<file path="src/rac_gain_scale.sv">
//==============================================================
// shared constants
//==============================================================
package rac_pkg;
   localparam int unsigned RAC_SPD_W = 14;   // r/min, holds 9999
   localparam int unsigned RAC_VLT_W = 10;   // volts
   localparam int unsigned RAC_GAIN_W = 8;   // percent
   // mode select values
   localparam logic [1:0] RAC_MODE_OFF    = 2'h0;
   localparam logic [1:0] RAC_MODE_ALWAYS = 2'h1;
   localparam logic [1:0] RAC_MODE_CONST  = 2'h2;
   // accel/decel state encoding on the input port
   localparam logic [1:0] RAC_RUN_CONST = 2'h0;
   localparam logic [1:0] RAC_RUN_ACCEL = 2'h1;
   localparam logic [1:0] RAC_RUN_DECEL = 2'h2;
   // configuration select codes
   localparam logic [2:0] RAC_CFG_MODE  = 3'h0;
   localparam logic [2:0] RAC_CFG_LEVEL = 3'h1;
   localparam logic [2:0] RAC_CFG_LIMIT = 3'h2;
   localparam logic [2:0] RAC_CFG_VGAIN = 3'h3;
   localparam logic [2:0] RAC_CFG_SGAIN = 3'h4;
   // reset values and ranges
   localparam logic [13:0] RAC_LEVEL_RST  = 14'h0190;  // 400 V
   localparam logic [13:0] RAC_LEVEL_MIN  = 14'h012c;  // 300 V
   localparam logic [13:0] RAC_LEVEL_MAX  = 14'h0320;  // 800 V
   localparam logic [13:0] RAC_LIMIT_RST  = 14'h00b4;  // 180 r/min
   localparam logic [13:0] RAC_LIMIT_MAX  = 14'h0384;  // 900 r/min
   localparam logic [13:0] RAC_LIMIT_OFF  = 14'h270f;  // 9999
   localparam logic [13:0] RAC_GAIN_RST   = 14'h0064;  // 100 %
   localparam logic [13:0] RAC_GAIN_MAX   = 14'h00c8;  // 200 %
   localparam logic [13:0] RAC_LOW_SPEED  = 14'h00e1;  // 225 r/min
   localparam logic [13:0] RAC_SPD_SAT    = 14'h3fff;
   localparam logic [21:0] RAC_PCT_DIV    = 22'h000064;  // 100 %
endpackage : rac_pkg

`timescale 1ns/100ps

//==============================================================
// percent gain scaler, saturating
//==============================================================
module rac_gain_scale
   import rac_pkg::*;
(
   input  wire logic [13:0] value_in,
   input  wire logic [7:0]  gain_pct,
   output logic      [13:0] value_out
);
   logic [21:0] product;
   logic [21:0] quotient;

   // divide after multiply keeps small excess values alive
   always_comb begin
      product  = 22'(value_in) * 22'(gain_pct);
      quotient = product / RAC_PCT_DIV;
      value_out = (quotient > 22'(RAC_SPD_SAT)) ? RAC_SPD_SAT : quotient[13:0];
   end
endmodule // rac_gain_scale

</file>
<file path="src/rac_regen_ctrl.sv">
//==============================================================
// regeneration avoidance speed compensation
//==============================================================
`timescale 1ns/100ps

module rac_regen_ctrl
   import rac_pkg::*;
(
   input  wire logic        mclk,
   input  wire logic        reset_n,
   input  wire logic        ctrl_tick,
   input  wire logic [9:0]  bus_voltage,
   input  wire logic [13:0] speed_cmd,
   input  wire logic [13:0] rot_speed,
   input  wire logic [1:0]  run_state,
   input  wire logic [13:0] max_speed_setting,
   input  wire logic [7:0]  extended_display_select,
   input  wire logic        cfg_write,
   input  wire logic [2:0]  cfg_sel,
   input  wire logic [13:0] cfg_data,
   output logic      [13:0] speed_out_reg,
   output logic             avoid_active_reg,
   output logic             stall_indication_signal,
   output logic             ov_stall_display_reg,
   output logic             stall_prevent_reg,
   output logic      [1:0]  regen_mode_select,
   output logic      [13:0] regen_voltage_level
);
   //===========================================================
   // settings
   //===========================================================
   logic [1:0]  mode_next;
   logic [13:0] level_reg, level_next, limit_reg, limit_next;
   logic [7:0]  vgain_reg, vgain_next, sgain_reg, sgain_next;
   logic        cfg_ok;

   // write gate: refused writes leave settings untouched
   always_comb begin
      cfg_ok     = cfg_write && (extended_display_select == 8'h00);
      mode_next  = regen_mode_select;
      level_next = level_reg;
      limit_next = limit_reg;
      vgain_next = vgain_reg;
      sgain_next = sgain_reg;
      if (cfg_ok) begin
         case (cfg_sel)
            RAC_CFG_MODE: if (cfg_data <= 14'(RAC_MODE_CONST)) mode_next = cfg_data[1:0];
            RAC_CFG_LEVEL:
               if (cfg_data >= RAC_LEVEL_MIN && cfg_data <= RAC_LEVEL_MAX) level_next = cfg_data;
            RAC_CFG_LIMIT:
               if (cfg_data <= RAC_LIMIT_MAX || cfg_data == RAC_LIMIT_OFF) limit_next = cfg_data;
            RAC_CFG_VGAIN: if (cfg_data <= RAC_GAIN_MAX) vgain_next = cfg_data[7:0];
            RAC_CFG_SGAIN: if (cfg_data <= RAC_GAIN_MAX) sgain_next = cfg_data[7:0];
            default: mode_next = regen_mode_select;
         endcase
      end
   end

   // settings registers
   always_ff @(posedge mclk or negedge reset_n) begin
      if (!reset_n) begin
         regen_mode_select <= RAC_MODE_OFF;
         level_reg         <= RAC_LEVEL_RST;
         limit_reg         <= RAC_LIMIT_RST;
         vgain_reg         <= RAC_GAIN_RST[7:0];
         sgain_reg         <= RAC_GAIN_RST[7:0];
         regen_voltage_level <= RAC_LEVEL_RST;
      end else begin
         regen_mode_select <= mode_next;
         level_reg         <= level_next;
         limit_reg         <= limit_next;
         vgain_reg         <= vgain_next;
         sgain_reg         <= sgain_next;
         regen_voltage_level <= level_next;
      end
   end

   //===========================================================
   // compensation step
   //===========================================================
   logic [13:0] excess, scaled_v, step;
   logic        mode_ok, above_low, over_level, trigger;

   always_comb begin
      mode_ok    = (regen_mode_select == RAC_MODE_ALWAYS) ||
                   ((regen_mode_select == RAC_MODE_CONST) && (run_state == RAC_RUN_CONST));
      above_low  = speed_cmd > RAC_LOW_SPEED;
      over_level = 14'(bus_voltage) >= level_reg;
      trigger    = mode_ok && above_low && over_level;
      excess     = over_level ? (14'(bus_voltage) - level_reg) : 14'h0000;
   end

   // voltage gain on the bus excess
   rac_gain_scale u_vgain (
      .value_in  (excess),
      .gain_pct  (vgain_reg),
      .value_out (scaled_v)
   );

   // speed gain on the correction step
   rac_gain_scale u_sgain (
      .value_in  (scaled_v),
      .gain_pct  (sgain_reg),
      .value_out (step)
   );

   //===========================================================
   // compensation state and output
   //===========================================================
   logic [13:0] comp_reg, comp_next, base_reg, base_next, speed_next;
   logic        active_next, hold_reg, hold_next, limit_on;
   logic [14:0] comp_sum, raised, limit_spd, capped;

   always_comb begin
      limit_on    = limit_reg != RAC_LIMIT_OFF;
      comp_next   = comp_reg;
      base_next   = base_reg;
      hold_next   = hold_reg;
      active_next = avoid_active_reg;
      speed_next  = speed_out_reg;
      comp_sum    = 15'(comp_reg) + 15'(step) + 15'h0001;
      if (ctrl_tick) begin
         if (!mode_ok || !above_low) begin
            // lockout drops any correction at once
            comp_next = 14'h0000;
         end else if (over_level) begin
            // integrate in proportion to the excess
            if (!avoid_active_reg) begin
               base_next = speed_cmd;
            end
            comp_next = comp_sum[14] ? RAC_SPD_SAT : comp_sum[13:0];
         end else if (comp_reg != 14'h0000) begin
            // slow bleed avoids a speed step when the bus recovers
            comp_next = comp_reg - 14'h0001;
         end
         active_next = trigger || (comp_next != 14'h0000);
      end
      raised    = 15'(speed_cmd) + 15'(comp_next);
      limit_spd = 15'(base_next) + 15'(limit_reg);
      // cap at start speed plus limit unless unlimited
      capped    = (limit_on && raised > limit_spd) ? limit_spd : raised;
      if (ctrl_tick) begin
         // decel hold released at half of start speed
         if (!active_next || run_state != RAC_RUN_DECEL) begin
            hold_next = 1'b0;
         end else if (rot_speed <= (base_next >> 1)) begin
            hold_next = 1'b0;
         end else if (limit_on && raised > limit_spd) begin
            hold_next = 1'b1;
         end
         if (hold_next) begin
            capped = limit_spd;
         end
         // clamp to maximum speed while active, update on tick only
         if (active_next) begin
            speed_next = (capped > 15'(max_speed_setting)) ? max_speed_setting : capped[13:0];
         end else begin
            speed_next = speed_cmd;
         end
      end
   end

   always_ff @(posedge mclk or negedge reset_n) begin
      if (!reset_n) begin
         comp_reg                <= 14'h0000;
         base_reg                <= 14'h0000;
         hold_reg                <= 1'b0;
         speed_out_reg           <= 14'h0000;
         avoid_active_reg        <= 1'b0;
         stall_indication_signal <= 1'b0;
         ov_stall_display_reg    <= 1'b0;
         stall_prevent_reg       <= 1'b0;
      end else begin
         comp_reg                <= comp_next;
         base_reg                <= base_next;
         hold_reg                <= hold_next;
         speed_out_reg           <= speed_next;
         avoid_active_reg        <= active_next;
         stall_indication_signal <= active_next;
         ov_stall_display_reg    <= active_next;
         stall_prevent_reg       <= active_next;
      end
   end

   //===========================================================
   // checks
   //===========================================================
   property p_mode_off;
      @(posedge mclk) disable iff (!reset_n)
      (ctrl_tick && regen_mode_select == RAC_MODE_OFF) |=> !avoid_active_reg;
   endproperty
   a_mode_off: assert property (p_mode_off) else $error("active in mode off");

   property p_const_only;
      @(posedge mclk) disable iff (!reset_n)
      (ctrl_tick && regen_mode_select == RAC_MODE_CONST && run_state != RAC_RUN_CONST)
         |=> (comp_reg == 14'h0000);
   endproperty
   a_const_only: assert property (p_const_only) else $error("mode 2 outside const");

   property p_trigger;
      @(posedge mclk) disable iff (!reset_n)
      (ctrl_tick && trigger) |=> (avoid_active_reg && stall_indication_signal);
   endproperty
   a_trigger: assert property (p_trigger) else $error("level reached, no action");

   property p_cap;
      @(posedge mclk) disable iff (!reset_n)
      (ctrl_tick && active_next && limit_on && run_state != RAC_RUN_DECEL)
         |=> (15'(speed_out_reg) <= $past(limit_spd));
   endproperty
   a_cap: assert property (p_cap) else $error("compensation over limit");

   property p_unlimited;
      @(posedge mclk) disable iff (!reset_n)
      (ctrl_tick && active_next && !limit_on && raised <= 15'(max_speed_setting))
         |=> (15'(speed_out_reg) == $past(raised));
   endproperty
   a_unlimited: assert property (p_unlimited) else $error("9999 still limited");

   property p_hold;
      @(posedge mclk) disable iff (!reset_n)
      (ctrl_tick && hold_next && limit_spd <= 15'(max_speed_setting))
         |=> (15'(speed_out_reg) == $past(limit_spd));
   endproperty
   a_hold: assert property (p_hold) else $error("decel hold lost");

   property p_max;
      @(posedge mclk) disable iff (!reset_n)
      (ctrl_tick && active_next) |=> (speed_out_reg <= $past(max_speed_setting));
   endproperty
   a_max: assert property (p_max) else $error("over maximum speed");

   property p_vgain;
      @(posedge mclk) disable iff (!reset_n)
      (vgain_reg == 8'h00) |-> (step == 14'h0000);
   endproperty
   a_vgain: assert property (p_vgain) else $error("zero voltage gain moved");

   property p_step;
      @(posedge mclk) disable iff (!reset_n)
      (ctrl_tick && trigger && !comp_sum[14])
         |=> (comp_reg == $past(comp_reg) + $past(step) + 14'h0001);
   endproperty
   a_step: assert property (p_step) else $error("step not gain scaled");

   property p_low;
      @(posedge mclk) disable iff (!reset_n)
      (ctrl_tick && speed_cmd <= RAC_LOW_SPEED) |=> (!avoid_active_reg && comp_reg == 14'h0000);
   endproperty
   a_low: assert property (p_low) else $error("active at low speed");

   property p_indicate;
      @(posedge mclk) disable iff (!reset_n)
      avoid_active_reg |-> (stall_indication_signal && ov_stall_display_reg);
   endproperty
   a_indicate: assert property (p_indicate) else $error("no overload indication");

   property p_stall_prev;
      @(posedge mclk) disable iff (!reset_n)
      avoid_active_reg |-> stall_prevent_reg;
   endproperty
   a_stall_prev: assert property (p_stall_prev) else $error("stall prevention idle");

   property p_wr_gate;
      @(posedge mclk) disable iff (!reset_n)
      (extended_display_select != 8'h00) |=> ($stable(level_reg) && $stable(limit_reg));
   endproperty
   a_wr_gate: assert property (p_wr_gate) else $error("setting changed while locked");

   property p_tick;
      @(posedge mclk) disable iff (!reset_n)
      !ctrl_tick |=> ($stable(speed_out_reg) && $stable(comp_reg));
   endproperty
   a_tick: assert property (p_tick) else $error("update without tick");
endmodule // rac_regen_ctrl

</file>
<file path="config.mk">
export PLATFORM = sky130hd
export DESIGN_NAME = rac_regen_ctrl
export DESIGN_NICKNAME = d
export VERILOG_FILES = /design/src/rac_gain_scale.sv /design/src/rac_regen_ctrl.sv
export SDC_FILE = /design/constraint.sdc
export NUM_CORES = 1
export LEC_CHECK = 0
export BUFFER_PORTS_ARGS = -buffer_cell sky130_fd_sc_hd__buf_2
export CAP_MARGIN = 10
export CORE_MARGIN = 4
export CORE_UTILIZATION = 51
export DETAILED_ROUTE_END_ITERATION = 16
export MAX_ROUTING_LAYER = met4
export PLACE_DENSITY_LB_ADDON = 0.08
export SETUP_SLACK_MARGIN = 0.1
export SLEW_MARGIN = 20
export SYNTH_ARGS = -nofsm -noshare
export SYNTH_HDL_FRONTEND = slang
export SYNTH_SLANG_ARGS = --single-unit
</file>
<file path="constraint.sdc">
create_clock -name mclk -period 77.9 [get_ports mclk]
set_input_delay 15.58 -clock mclk [delete_from_list [all_inputs] [get_ports mclk]]
set_output_delay 15.58 -clock mclk [all_outputs]
set_load 0.03 [all_outputs]
</file>
==> results_dict.tcl <==
set metrics [dict create \
    synth_warnings 0 \
    worst_pin_slew_ps 1190 \
    ys_types 122 \
    hpwl_um 51400 \
    io_buffers 116 \
    detail_route.wl_per_cell_um 18.7 \
    crit_type "in2reg" \
    clk_latency_ps 360 \
    synthAdderAreaFrac_pct 24.2 \
    ctsHoldBuffers 0 \
    clock_skew_ps 8.60 \
    synth_nets 3190 \
    num-fill-cells 4076 \
    cp.buffers_inverters 13 \
    worstPathMaxFanout 56 \
    drt-total-wl_um 63200 \
    start_util_pct 51.7 \
    drc 0 \
    htree_levels 3 \
    total_power_w 0.000486 \
    cts-resized-gates 0 \
    multiInputGateArea_um2 18000 \
    rsz0062_at_grt "no" \
    outcome "finished, final reports clean" \
    drt-pass1-iter-count 8 \
    num_vias 21200 \
    rows 75 \
    globalplace.congestion 0.951 \
    post-place-ws_ps 20510 \
    synthXorXnorAreaFrac_pct 5.42 \
    drtIter0Drc 1892 \
    slowest_stage "xnor2_1" \
    synth_commonest_cells "262 x inv_1, 259 x nand2_1, 193 x nor2_1" \
    fin_ws_ps 20210 \
    yosysTopAreaCell "fa_1" \
    yosys.area_share.simple_pct 20.9 \
    drtAntennaViolNets 0 \
    finalHoldViolCount 0 \
    antenna_found_initial 0 \
    grt_pass1_vias 20700 \
    synth.most_common_cell "inv_1" \
    setup-tns-final_ps 0 \
    power_density_nw_per_um2 21.1 \
    track_usage_pct 27.6 \
    clock_path_buffers 2 \
    root_buffer "clkbuf_16" \
    grt_pass1_wl_um 105000 \
    crit_required_ps 78180 \
    fmax_mhz 17.3 \
    viasPerCell 6.30 \
    coreArea_um2 42000 \
    startpoint_type "input pin" \
    p_leak_nw 11.0 \
    slew_headroom_pct 20.1 \
    seq_area_frac_synth_pct 10.4 \
    cts_sinks 90 \
    synth.avg_cell_area_um2 7.81 \
    n_antenna_cell 0 \
    cap_violations 0 \
    clkTransAtPathRegs_ps 70 \
    crit_path_end_kind "flop" \
    cts_inserted_buffers 9 \
    grt_max_degree 64 \
    dieArea_um2 45900 \
    vdd_drop_max_mv 0.0457 \
    fin_cells 3370 \
    synth_area_leaders "fa_1 14%, ha_1 10%, dfrtp_1 8.9%, inv_1 4.5%, nand2_1 4.5%" \
    syn_area_um2 21700 \
    cts_tree "built" \
    setup_viol 0 \
    fp.dieW_um 214 \
    synth_top_area_share_pct 13.6 \
    drive_gt1_share_pct 11.1 \
    cts_setup_buffers 0 \
    dpl.cell_count 3354 \
    ys_ff_latch 90 \
    hold_path_class "reg2reg" \
    syn2layout_area_growth_pct 5.99 \
    synth_compound_area_share_pct 28.7 \
    synth_top_family_by_area "compound AO/OA/AOI/OAI gates" \
    crit_arrival_ps 57970 \
    grt_overflow 0 \
    critPathMaxStageDelay_ps 800 \
    seqCellArea_um2 2270 \
    io_pins 117 \
    async_flop_share_pct 100 \
    maxSlewViolCount 0 \
    syn_inst 2780 \
    synthMuxAreaShare_pct 3.61 \
    crit_top_cell "a21oi_1" \
    fin_nets 3236 \
    fin_crit_ps 57690 \
    post-route-period-util_pct 74.1 \
    crit_family "compound AO/OA/AOI/OAI gates" \
    synth_flop_cell "dfrtp_1" \
    fp.dieH_um 214 \
    synth_edf_count 0 \
]
==> power breakdown <==
group | internal, W | switching (W) | total [W]
Sequential | 0.0000477 | 0.000000656 | 0.0000484
Combinational | 0.000148 | 0.000240 | 0.000388
Clock | 0.0000287 | 0.0000208 | 0.0000495
==> routing by layer <==
layer	GRT usage [%]	routed length, µm	vias to the layer above
met5	-	0	-
met4	5.34	1000	0
met3	2.99	3610	74
met2	43.8	28800	734
met1	38.6	29800	10200
li1	-	-	10200
==> metrics by stage <==
stage | util [%] | hold slack, ps | cell area [µm²]
3_3_place_gp | 53.9 | 484 | 22700
4_1_cts | 54.7 | 508 | 23000
2_1_floorplan | - | 473 | 21700
5_1_grt | 54.7 | 540 | 23000
3_5_place_dp | 54.0 | 492 | 22700
6_report | 54.7 | 501 | 23000
==> cell families after synthesis <==
family,count (synthesis)
DFF,90
and+or+nand+nor,922
buffers and inverters,366
AOI/OAI and AO/OA,867
muxes,72
xor gates and xnor gates,130
adders and majority gates,333
==> path summary, 6_finish.rpt <==
| path | from | to | slack (ps) | cells after the start |
|---|---|---|---|---|
| max in group asynchronous | reset_n | vgain_reg[7]$_DFFE_PN0P_ | 61620 | 2 |
| hold reg to reg | base_reg[0]$_DFF_PN0_ | base_reg[0]$_DFF_PN0_ | 500 | 1 |
| setup / recovery | bus_voltage[0] | speed_out_reg[7]$_DFFE_PN0P_ | 20210 | 167 |
| setup reg to reg | level_reg[0]$_DFFE_PN0P_ | speed_out_reg[7]$_DFFE_PN0P_ | 35160 | 165 |
| min in group asynchronous | reset_n | speed_out_reg[10]$_DFFE_PN0P_ | 15130 | 1 |
| hold / removal | base_reg[0]$_DFF_PN0_ | base_reg[0]$_DFF_PN0_ | 500 | 1 |
==> area by class of cell <==
cell class	count	area share, %
flip-flops and latches	90	9.86
well taps	539	2.93
clock buffers	9	0.979
inverters	269	4.39
multi-input cells	2324	78.3
clock inverters	7	0.462
repair buffers	132	3.06
==> cells in the final DEF (no fill, tap or decap), types with 41 or more instances in the layout <==
| master | netlist | routed |
|---|---|---|
| fa_1 | 148 | 148 |
| a21o_1 | 58 | 58 |
| o21ai_0 | 155 | 154 |
| nor2_1 | 193 | 193 |
| xnor2_1 | 91 | 90 |
| nor3_1 | 95 | 95 |
| and2_1 | 59 | 59 |
| inv_1 | 262 | 262 |
| nand2_1 | 259 | 259 |
| dfrtp_1 | 77 | 77 |
| a21oi_1 | 191 | 191 |
| mux2_2 | 44 | 44 |
| nand3_1 | 79 | 79 |
| a31oi_1 | 42 | 41 |
| buf_2 | 19 | 115 |
| ha_1 | 179 | 179 |
No activity file was read; power rests on OpenSTA's default activity.
